==> config.mk <==
export PLATFORM = sky130hd
export DESIGN_NAME = scs_clock_select
export DESIGN_NICKNAME = d
export VERILOG_FILES = /design/src/scs_pkg.sv /design/src/scs_clock_select.sv
export VERILOG_INCLUDE_DIRS = /design/src
export SDC_FILE = /design/constraint.sdc
export NUM_CORES = 1
export LEC_CHECK = 0
export BUFFER_PORTS_ARGS = -buffer_cell sky130_fd_sc_hd__buf_2
export CAP_MARGIN = 30
export CORE_MARGIN = 2
export CORE_UTILIZATION = 55
export CTS_CLUSTER_SIZE = 30
export DETAILED_ROUTE_END_ITERATION = 12
export PLACE_DENSITY = 0.73
export RECOVER_POWER = 50
export SYNTH_ARGS = -nofsm -noshare
export SYNTH_HDL_FRONTEND = slang
export SYNTH_SLANG_ARGS = --single-unit
==> constraint.sdc <==
create_clock -name core_clk -period 24.1 [get_ports core_clk]
set_input_delay 4.82 -clock core_clk [delete_from_list [all_inputs] [get_ports core_clk]]
set_output_delay 4.82 -clock core_clk [all_outputs]
set_load 0.02 [all_outputs]
==> src/scs_regs.svh <==
`ifndef SCS_REGS_SVH
`define SCS_REGS_SVH

// Register byte offsets
`define SCS_CTRL_OFS        8'h00
`define SCS_FREQ_OFS        8'h04
`define SCS_STAT_OFS        8'h08
`define SCS_FRD_OFS         8'h0c

// Control fields and reset values
`define SCS_CTRL_PRECISE    0
`define SCS_CTRL_BUSF       1
`define SCS_CTRL_RST        2'h0
`define SCS_FREQ_RST        16'h0190

// Frequencies in kHz and divisor limits
`define SCS_CORE_KHZ        200000
`define SCS_REF_KHZ         8000
`define SCS_OUT_KHZ         400
`define SCS_LOW_KHZ         200
`define SCS_OPEN_KHZ        400
`define SCS_HIGH_KHZ        1000
`define SCS_FMIN_KHZ        200
`define SCS_FMAX_KHZ        1000
`define SCS_N_MIN           8
`define SCS_N_MAX           40

// Timing, in microseconds and derived core cycles, and the lock edge count
`define SCS_TIMEOUT_US      20
`define SCS_CYC_PER_N       (`SCS_CORE_KHZ / `SCS_REF_KHZ)
`define SCS_PMIN_CYC        (`SCS_CORE_KHZ / `SCS_FMAX_KHZ)
`define SCS_PMAX_CYC        (`SCS_CORE_KHZ / `SCS_FMIN_KHZ)
`define SCS_TIMEOUT_CYC     (`SCS_TIMEOUT_US * `SCS_CORE_KHZ / 1000)
`define SCS_LOCK_EDGES      3

`endif

==> src/scs_pkg.sv <==
package scs_pkg;

  typedef enum logic [1:0] {
    SCS_LVL_LOW  = 2'h0,
    SCS_LVL_OPEN = 2'h1,
    SCS_LVL_HIGH = 2'h2,
    SCS_LVL_RES  = 2'h3
  } scs_lvl_t;

  typedef enum logic [3:0] {
    SCS_ST_IDLE   = 4'h1,
    SCS_ST_DETECT = 4'h2,
    SCS_ST_EXT    = 4'h4,
    SCS_ST_INT    = 4'h8
  } scs_state_t;

  typedef struct packed {
    logic [9:0] period;
    logic [5:0] div_n;
    logic [6:0] rsvd;
    logic       strap_taken;
    logic       fallback;
    logic       ext_lock;
    scs_lvl_t   cfg;
    scs_state_t state;
  } scs_status_t;

  typedef struct packed {
    logic     sync_pin;
    logic     enable;
    scs_lvl_t cfg_strap;
    scs_lvl_t sync_strap;
    logic [4:0] res_idx;
  } scs_pins_t;

endpackage

==> src/scs_clock_select.sv <==
// The AXI4-Lite interface to the registers and the register offsets were chosen for this implementation.
`timescale 1ns/1ps
`include "scs_regs.svh"

module scs_clock_select
  import scs_pkg::*;
(
  input  wire logic        core_clk,
  input  wire logic        rst_n,
  input  wire logic        sync_in,
  output logic             sync_out,
  output logic             sync_oe,
  input  wire logic        enable_in,
  input  wire logic [1:0]  cfg_strap,
  input  wire logic [1:0]  sync_strap,
  input  wire logic [4:0]  frequency_set_resistor,
  output logic             sw_clk,
  output logic             pll_ref_ext,
  output logic             precise_ramp,
  input  wire logic [7:0]  s_axi_awaddr,
  input  wire logic        s_axi_awvalid,
  output logic             s_axi_awready,
  input  wire logic [31:0] s_axi_wdata,
  input  wire logic [3:0]  s_axi_wstrb,
  input  wire logic        s_axi_wvalid,
  output logic             s_axi_wready,
  output logic [1:0]       s_axi_bresp,
  output logic             s_axi_bvalid,
  input  wire logic        s_axi_bready,
  input  wire logic [7:0]  s_axi_araddr,
  input  wire logic        s_axi_arvalid,
  output logic             s_axi_arready,
  output logic [31:0]      s_axi_rdata,
  output logic [1:0]       s_axi_rresp,
  output logic             s_axi_rvalid,
  input  wire logic        s_axi_rready
);

  localparam logic [11:0] TIMEOUT_CYC = 12'(`SCS_TIMEOUT_CYC);
  localparam logic [11:0] PMIN_CYC    = 12'(`SCS_PMIN_CYC);
  localparam logic [11:0] PMAX_CYC    = 12'(`SCS_PMAX_CYC);
  localparam logic [5:0]  N_MIN       = 6'(`SCS_N_MIN);
  localparam logic [5:0]  N_OUT       = 6'(`SCS_REF_KHZ / `SCS_OUT_KHZ);
  localparam logic [5:0]  N_LOW       = 6'(`SCS_REF_KHZ / `SCS_LOW_KHZ);
  localparam logic [5:0]  N_OPEN      = 6'(`SCS_REF_KHZ / `SCS_OPEN_KHZ);
  localparam logic [5:0]  N_HIGH      = 6'(`SCS_REF_KHZ / `SCS_HIGH_KHZ);
  localparam logic [1:0]  LOCK_EDGES  = 2'(`SCS_LOCK_EDGES);
  localparam int          NTHR        = `SCS_N_MAX - `SCS_N_MIN;

  // Resistor code to divisor; every tabulated frequency is an exact 8MHz/N
  localparam logic [5:0] RES_N [17] = '{6'h28, 6'h24, 6'h21, 6'h1e, 6'h1b, 6'h19,
                                         6'h16, 6'h14, 6'h13, 6'h11, 6'h0f, 6'h0e,
                                         6'h0d, 6'h0c, 6'h0b, 6'h09, 6'h08};

  // Quantised frequency in kHz for a divisor
  function automatic logic [15:0] n_to_khz(input logic [5:0] n);
    logic [15:0] f;
    f = 16'h0;
    for (int k = `SCS_N_MIN; k <= `SCS_N_MAX; k++) begin
      if (n == 6'(k)) begin
        f = 16'(`SCS_REF_KHZ / k);
      end
    end
    return f;
  endfunction

  // Pin synchronisers
  scs_pins_t   pins_in;
  scs_pins_t   meta_r;
  scs_pins_t   pins_r;
  logic        sync_d_r;
  logic        en_d_r;

  assign pins_in = '{sync_pin: sync_in, enable: enable_in, cfg_strap: scs_lvl_t'(cfg_strap),
                     sync_strap: scs_lvl_t'(sync_strap), res_idx: frequency_set_resistor};

  always_ff @(posedge core_clk or negedge rst_n) begin
    if (!rst_n) begin
      meta_r   <= '0;
      pins_r   <= '0;
      sync_d_r <= 1'b0;
      en_d_r   <= 1'b0;
    end else begin
      meta_r   <= pins_in;
      pins_r   <= meta_r;
      sync_d_r <= pins_r.sync_pin;
      en_d_r   <= pins_r.enable;
    end
  end

  // Registers and state
  logic [1:0]  ctrl_r;
  logic [15:0] freq_req_r;
  scs_state_t  state_r;
  scs_state_t  state_nxt;
  scs_lvl_t    cfg_r;
  logic [5:0]  strap_n_r;
  logic        strap_taken_r;
  logic        fallback_r;
  logic [11:0] edge_cnt_r;
  logic [9:0]  meas_r;
  logic [1:0]  good_r;
  logic [9:0]  osc_cnt_r;

  wire en_rise  = pins_r.enable & ~en_d_r;
  wire en_fall  = ~pins_r.enable & en_d_r;
  wire precise  = ctrl_r[`SCS_CTRL_PRECISE];
  wire bus_freq = ctrl_r[`SCS_CTRL_BUSF];

  // Strap seen at the first start only, later ones reuse the stored value
  wire scs_lvl_t cfg_now = strap_taken_r ? cfg_r : pins_r.cfg_strap;
  wire is_out  = (cfg_now == SCS_LVL_HIGH);
  wire is_auto = (cfg_now == SCS_LVL_OPEN) || (cfg_now == SCS_LVL_RES);
  wire [5:0] res_n = (pins_r.res_idx <= 5'h10) ? RES_N[pins_r.res_idx] : N_OPEN;

  // Edge search only in DETECT and EXT; output mode never looks
  wire watching = (state_r == SCS_ST_DETECT) || (state_r == SCS_ST_EXT);
  wire ext_edge = watching && !is_out && pins_r.sync_pin && !sync_d_r;
  wire [11:0] gap = edge_cnt_r + 12'h1;
  wire gap_ok   = (gap >= PMIN_CYC) && (gap <= PMAX_CYC);
  wire timed_out = watching && (edge_cnt_r >= TIMEOUT_CYC);

  // Nearest 8MHz/N: count how many N-to-N+1 midpoints lie above the request
  logic [NTHR-1:0] below;
  genvar gi;
  generate
    for (gi = 0; gi < NTHR; gi++) begin : g_thr
      localparam int NN  = `SCS_N_MIN + gi;
      localparam int THR = (`SCS_REF_KHZ / 2) * (2 * NN + 1) / (NN * (NN + 1));
      assign below[gi] = (freq_req_r < 16'(THR));
    end
  endgenerate

  logic [5:0] n_bus;
  always_comb begin
    n_bus = N_MIN;
    for (int i = 0; i < NTHR; i++) begin
      n_bus = n_bus + 6'(below[i]);
    end
  end

  wire [5:0] n_int = is_out                     ? N_OUT :
                     bus_freq                   ? n_bus :
                     (is_auto && strap_taken_r) ? strap_n_r :
                     N_OPEN;
  wire [9:0] period_int = 10'(n_int) * 10'(`SCS_CYC_PER_N);
  wire use_meas = (state_r == SCS_ST_EXT) || fallback_r;
  wire [9:0] period_act = use_meas ? meas_r : period_int;

  // Start-up detection sequencer
  always_comb begin
    state_nxt = state_r;
    unique case (state_r)
      SCS_ST_IDLE: begin
        if (en_rise) begin
          if (is_out || (is_auto && precise)) begin
            state_nxt = SCS_ST_INT;
          end else begin
            state_nxt = SCS_ST_DETECT;
          end
        end
      end
      SCS_ST_DETECT: begin
        if (ext_edge && gap_ok && good_r == LOCK_EDGES - 2'h1) begin
          state_nxt = SCS_ST_EXT;
        end else if (timed_out) begin
          state_nxt = SCS_ST_INT;
        end
      end
      SCS_ST_EXT: begin
        if (timed_out || (ext_edge && !gap_ok)) begin
          state_nxt = SCS_ST_INT;
        end
      end
      SCS_ST_INT: state_nxt = SCS_ST_INT;
      default: state_nxt = SCS_ST_IDLE;
    endcase
    if (en_fall) begin
      state_nxt = SCS_ST_IDLE;
    end
  end

  always_ff @(posedge core_clk or negedge rst_n) begin
    if (!rst_n) begin
      state_r       <= SCS_ST_IDLE;
      cfg_r         <= SCS_LVL_LOW;
      strap_n_r     <= N_OPEN;
      strap_taken_r <= 1'b0;
    end else begin
      state_r <= state_nxt;
      if (en_rise && !strap_taken_r) begin
        strap_taken_r <= 1'b1;
        cfg_r         <= pins_r.cfg_strap;
        unique case (pins_r.sync_strap)
          SCS_LVL_LOW:  strap_n_r <= N_LOW;
          SCS_LVL_OPEN: strap_n_r <= N_OPEN;
          SCS_LVL_HIGH: strap_n_r <= N_HIGH;
          SCS_LVL_RES:  strap_n_r <= res_n;
        endcase
      end
    end
  end

  // Edge timing: gap counter, last good period, lock qualification
  always_ff @(posedge core_clk or negedge rst_n) begin
    if (!rst_n) begin
      edge_cnt_r <= 12'h0;
      meas_r     <= 10'h0;
      good_r     <= 2'h0;
      fallback_r <= 1'b0;
    end else begin
      if (en_rise || ext_edge) begin
        edge_cnt_r <= 12'h0;
      end else if (edge_cnt_r < TIMEOUT_CYC) begin
        edge_cnt_r <= edge_cnt_r + 12'h1;
      end
      if (en_rise) begin
        good_r     <= 2'h0;
        fallback_r <= 1'b0;
      end else if (ext_edge) begin
        // First edge only opens the gap; no period can be trusted before it
        if (good_r == 2'h0) begin
          good_r <= 2'h1;
        end else if (gap_ok) begin
          meas_r <= gap[9:0];
          if (good_r != LOCK_EDGES) begin
            good_r <= good_r + 2'h1;
          end
        end else begin
          good_r <= 2'h1;
        end
      end
      if (state_r == SCS_ST_EXT && state_nxt == SCS_ST_INT) begin
        fallback_r <= 1'b1;
      end
    end
  end

  // Internal oscillator, restarted on each external rising edge when locked
  wire [9:0] osc_nxt = (ext_edge && state_r == SCS_ST_EXT) ? 10'h0 :
                       (osc_cnt_r >= period_act - 10'h1)   ? 10'h0 :
                       osc_cnt_r + 10'h1;
  wire osc_hi = (osc_nxt < (period_act >> 1));

  always_ff @(posedge core_clk or negedge rst_n) begin
    if (!rst_n) begin
      osc_cnt_r   <= 10'h0;
      sw_clk      <= 1'b0;
      sync_out    <= 1'b0;
      sync_oe     <= 1'b0;
      pll_ref_ext <= 1'b0;
    end else begin
      osc_cnt_r   <= osc_nxt;
      sw_clk      <= osc_hi;
      sync_out    <= osc_hi && strap_taken_r && cfg_r == SCS_LVL_HIGH;
      sync_oe     <= strap_taken_r && cfg_r == SCS_LVL_HIGH;
      pll_ref_ext <= (state_nxt == SCS_ST_EXT);
    end
  end

  // AXI4-Lite slave
  logic [7:0]  aw_addr_r;
  logic [31:0] w_data_r;
  logic [3:0]  w_strb_r;
  scs_status_t status;

  wire do_write = !s_axi_awready && !s_axi_wready && !s_axi_bvalid;
  wire [7:0] wa = aw_addr_r;
  wire wr_ctrl  = (wa == `SCS_CTRL_OFS);
  wire wr_freq  = (wa == `SCS_FREQ_OFS);
  wire wr_hit   = wr_ctrl || wr_freq || (wa == `SCS_STAT_OFS) || (wa == `SCS_FRD_OFS);
  wire rd_hit   = (s_axi_araddr == `SCS_CTRL_OFS) || (s_axi_araddr == `SCS_FREQ_OFS) ||
                  (s_axi_araddr == `SCS_STAT_OFS) || (s_axi_araddr == `SCS_FRD_OFS);

  assign status = '{period: period_act, div_n: n_int, rsvd: '0, strap_taken: strap_taken_r,
                    fallback: fallback_r, ext_lock: (state_r == SCS_ST_EXT),
                    cfg: cfg_r, state: state_r};

  wire [31:0] rd_mux =
    (s_axi_araddr == `SCS_CTRL_OFS) ? {30'h0, ctrl_r} :
    (s_axi_araddr == `SCS_FREQ_OFS) ? {16'h0, freq_req_r} :
    (s_axi_araddr == `SCS_STAT_OFS) ? status :
    (s_axi_araddr == `SCS_FRD_OFS)  ? {16'h0, n_to_khz(n_int)} :
    32'h0;

  always_ff @(posedge core_clk or negedge rst_n) begin
    if (!rst_n) begin
      s_axi_awready <= 1'b1;
      s_axi_wready  <= 1'b1;
      s_axi_bvalid  <= 1'b0;
      s_axi_bresp   <= 2'h0;
      aw_addr_r     <= 8'h0;
      w_data_r      <= 32'h0;
      w_strb_r      <= 4'h0;
      ctrl_r        <= `SCS_CTRL_RST;
      freq_req_r    <= `SCS_FREQ_RST;
    end else begin
      if (s_axi_awvalid && s_axi_awready) begin
        aw_addr_r     <= {s_axi_awaddr[7:2], 2'h0};
        s_axi_awready <= 1'b0;
      end
      if (s_axi_wvalid && s_axi_wready) begin
        w_data_r     <= s_axi_wdata;
        w_strb_r     <= s_axi_wstrb;
        s_axi_wready <= 1'b0;
      end
      if (do_write) begin
        s_axi_bvalid <= 1'b1;
        s_axi_bresp  <= wr_hit ? 2'h0 : 2'h3;
        if (wr_ctrl && w_strb_r[0]) begin
          ctrl_r <= w_data_r[1:0];
        end
        if (wr_freq && w_strb_r[0]) begin
          freq_req_r[7:0] <= w_data_r[7:0];
        end
        if (wr_freq && w_strb_r[1]) begin
          freq_req_r[15:8] <= w_data_r[15:8];
        end
      end
      if (s_axi_bvalid && s_axi_bready) begin
        s_axi_bvalid  <= 1'b0;
        s_axi_awready <= 1'b1;
        s_axi_wready  <= 1'b1;
      end
    end
  end

  always_ff @(posedge core_clk or negedge rst_n) begin
    if (!rst_n) begin
      s_axi_arready <= 1'b1;
      s_axi_rvalid  <= 1'b0;
      s_axi_rdata   <= 32'h0;
      s_axi_rresp   <= 2'h0;
      precise_ramp  <= 1'b0;
    end else begin
      precise_ramp <= precise;
      if (s_axi_arvalid && s_axi_arready) begin
        s_axi_arready <= 1'b0;
        s_axi_rvalid  <= 1'b1;
        s_axi_rdata   <= rd_mux;
        s_axi_rresp   <= rd_hit ? 2'h0 : 2'h3;
      end else if (s_axi_rvalid && s_axi_rready) begin
        s_axi_rvalid  <= 1'b0;
        s_axi_arready <= 1'b1;
      end
    end
  end

endmodule

==> results.tsv <==
stage	metric	value	unit
critical_path	Setup crit end kind	flip-flop	
synth	asr flop ratio synth	100.0	%
cts	Max Buffers Root-to-Sink	2	
floorplan	num ports	116	
route	DR vias	8780	
synth	Synth Flop Type	dfrtp_1	
synth	Post-Syn Area	0.01070	sq mm
timing	upper clock frequency limit	0.07861	GHz
critical_path	CP delay by family, top	adder cells	
synth	Mapped Cells	1153	
synth	sequential fraction of the synthesis area	37.07	%
route	initial drt markers	943	
layout	most frequent cells in the layout	dfrtp_1, nand2_1, nor2_1	
cts	CTS buffer count	17	
layout	most common cell after layout, fill and taps aside	dfrtp_1	
synth	Post-Syn Area per Cell	9.276	sq um
global_route	GR Overflow Total	0	
synth	unique cell type count in the Yosys netlist	83	
place	Setup WS pre-CTS	11.54	ns
critical_path	CP dominant cell by count	fa_1	
timing	Pins Over Slew Limit	102	
run_status	failing checks	capacitance limit, slew limit	
route	Via-to-Cell Ratio	5.920	
timing	fin crit period	12.72	ns
synth	syn_nets	1317	
place	Port Buffer Count	95	
route	DRC	0	
timing	Post-Route Setup TNS	0	ns
timing	Final Hold Viols	0	
route	antenna violation net count after detailed routing	0	
place	DPL Wire Length	18760	microns
layout	Layout Nets	1369	
global_route	vias in the first global route	8127	
timing	clk_skew	0.01045	ns
cts	Clk Tree Root Cell	clkbuf_16	
floorplan	die width	143.5	microns
timing	Tcrit/Tclk final	52.79	%
critical_path	crit path buf inv count	6	
layout	Final Util	61.10	%
critical_path	CP Class	flip-flop to flip-flop	
critical_path	Worst EP arrival	13.10	ns
layout	Area growth syn-to-layout	10.08	%
critical_path	CP Launch Type	flip-flop	
floorplan	core area	0.01927	sq mm
critical_path	Critical Path Max Stage Delay	0.69	ns
global_route	first-pass GRT wire length	42250	microns
cts	Clk pin slew, worst setup/hold paths	0.07	ns
cts	CTS Hold Bufs	0	
cts	Clock Sinks	158	
critical_path	worst-path cell with the longest stage delay	nor3_1	
min_path	HP Class	flip-flop to flip-flop	
layout	fraction of layout instances using a drive strength above 1	17.24	%
layout	Filler Cells Inserted	1681	
cts	Skew-Pair Late Insertion Delay	0.44	ns
cts	Resize count post-CTS	0	
layout	Final Cell Area	0.01177	sq mm
timing	Rel. slew slack	-245.8	%
timing	Worst Max-Slew Pin Slew	5.186	ns
synth	Seq cells post-synth	158	
cts	# Post-CTS Setup Buffers	0	
synth	Yosys Warn Count	0	
critical_path	Max FO, Critical Path	11	
floorplan	Die H	143.5	microns
critical_path	WP data required	24.48	ns
cts	CTS tree	done	
synth	Post-synth EDFFs	0	
global_route	antenna violations before repair	0	
place	Placer Congestion	0.9031	
global_route	GRT Total Usage	26.05	%
floorplan	total die area	0.02058	sq mm
timing	final setup fails	0	
cts	Clock H-tree levels	4	
place	post-place instance area	0.01126	sq mm
floorplan	initial core utilization	55.50	%
run_status	run status	complete, but fails checks	
route	Pre-antenna DRT Iters	6	
route	per-cell routed wire length	17.55	microns
timing	final setup margin	11.38	ns
floorplan	row count	51	
route	total wire length	26030	microns
global_route	largest net degree at the start of global routing	102	
run	Max Cap Viol	1	
layout	diode count	0	
timing	RSZ-0062 raised after global routing	false	
==> through the flow <==
stage	hold slack [ns]	cells
finish	0.3512	1483
global placement	0.3315	1451
detailed placement	0.3355	1451
CTS	0.3522	1483
global route	0.3544	1483
floorplan	0.3312	1153
==> cell type report <==
class,instances,area (sq um),area share (%)
inverter,73,274.0,2.327
timing repair buffer,100,510.5,4.336
sequential,158,3965,33.68
multi-input combinational,855,6103,51.84
clock buffer,18,429.2,3.645
clock inverter,14,160.2,1.360
tap,265,331.6,2.816
==> synth_stat cells (4+ instances only) <==
library cell,number,area share [%]
a21o_1,16,1.1
o22ai_1,12,0.70
nand2_1,134,4.7
nor2_1,96,3.4
mux2_2,43,4.5
nand2b_1,10,0.58
dfrtp_1,149,35
a21boi_0,9,0.63
and3b_1,4,0.33
and2_1,9,0.53
mux2_4,9,1.3
mux2i_1,13,1.2
ha_1,69,8.1
nor2b_1,9,0.53
a21oi_1,64,3.0
o31ai_1,9,0.63
dfstp_2,9,2.2
a31oi_1,13,0.76
fa_1,25,4.7
and3_1,11,0.64
buf_4,4,0.28
o21ai_0,82,3.8
a22o_1,15,1.2
xnor2_1,25,2.0
nor3_1,15,0.70
a222oi_1,4,0.37
buf_2,9,0.42
nor4_1,5,0.29
o211ai_1,5,0.35
inv_1,73,2.6
xor2_1,15,1.2
a22oi_1,8,0.56
nand3_1,29,1.4
nand4_1,8,0.47
a221oi_1,7,0.57
clkbuf_1,50,1.8
o21a_1,5,0.35
o221ai_1,4,0.33
or2_2,5,0.29
==> worst paths after layout <==
| kind | to | startpoint | depth (start not counted) | slack [ns] |
|---|---|---|---|---|
| setup / recovery | sync_out | freq_req_r[10] | 47 | 11.38 |
| min in group asynchronous | edge_cnt_r[10] | rst_n | 1 | 6.25 |
| hold reg to reg | pins_r[9] | meta_r[9] | 0 | 0.35 |
| setup reg to reg | sync_out | freq_req_r[10] | 47 | 11.38 |
| max in group asynchronous | s_axi_rdata[10] | rst_n | 1 | 14.95 |
| hold / removal | pins_r[9] | meta_r[9] | 0 | 0.35 |
==> per-layer routing <==
layer | GRT usage (%) | part of all wire (%)
met2 | 38.55 | 44
met1 | 39.48 | 47
met5 | 0 | 0
met3 | 4.032 | 7.1
met4 | 7.843 | 2.1
==> flip-flops by register name, indices dropped and copies added (netlist names), 2 cells and up <==
name / count
osc_cnt_r: 10
meta_r: 11
aw_addr_r: 6
edge_cnt_r: 12
ctrl_r: 2
strap_n_r: 6
w_data_r: 16
w_strb_r: 2
state_r: 4
s_axi_rdata: 32
cfg_r: 2
good_r: 2
meas_r: 10
pins_r: 11
freq_req_r: 16
==> cell families (layout without fill, tap and decap cells) <==
logic type               Yosys count  count (layout)  synth area share (%)
XOR/XNOR                          40              40                 3.276
AND/OR/NAND/NOR                  363             363                 16.47
multiplexers                      69              69                 7.686
adder cells (fa/ha/maj)           94              94                 12.75
buffers and inverters            140             205                 5.229
AO/OA/AOI/OAI                    289             289                 17.51
flip-flops                       158             158                 37.07
Power is left out: the tool's default activity adds up to more than one toggle a clock period on the data nets, which glitch-free logic cannot reach.
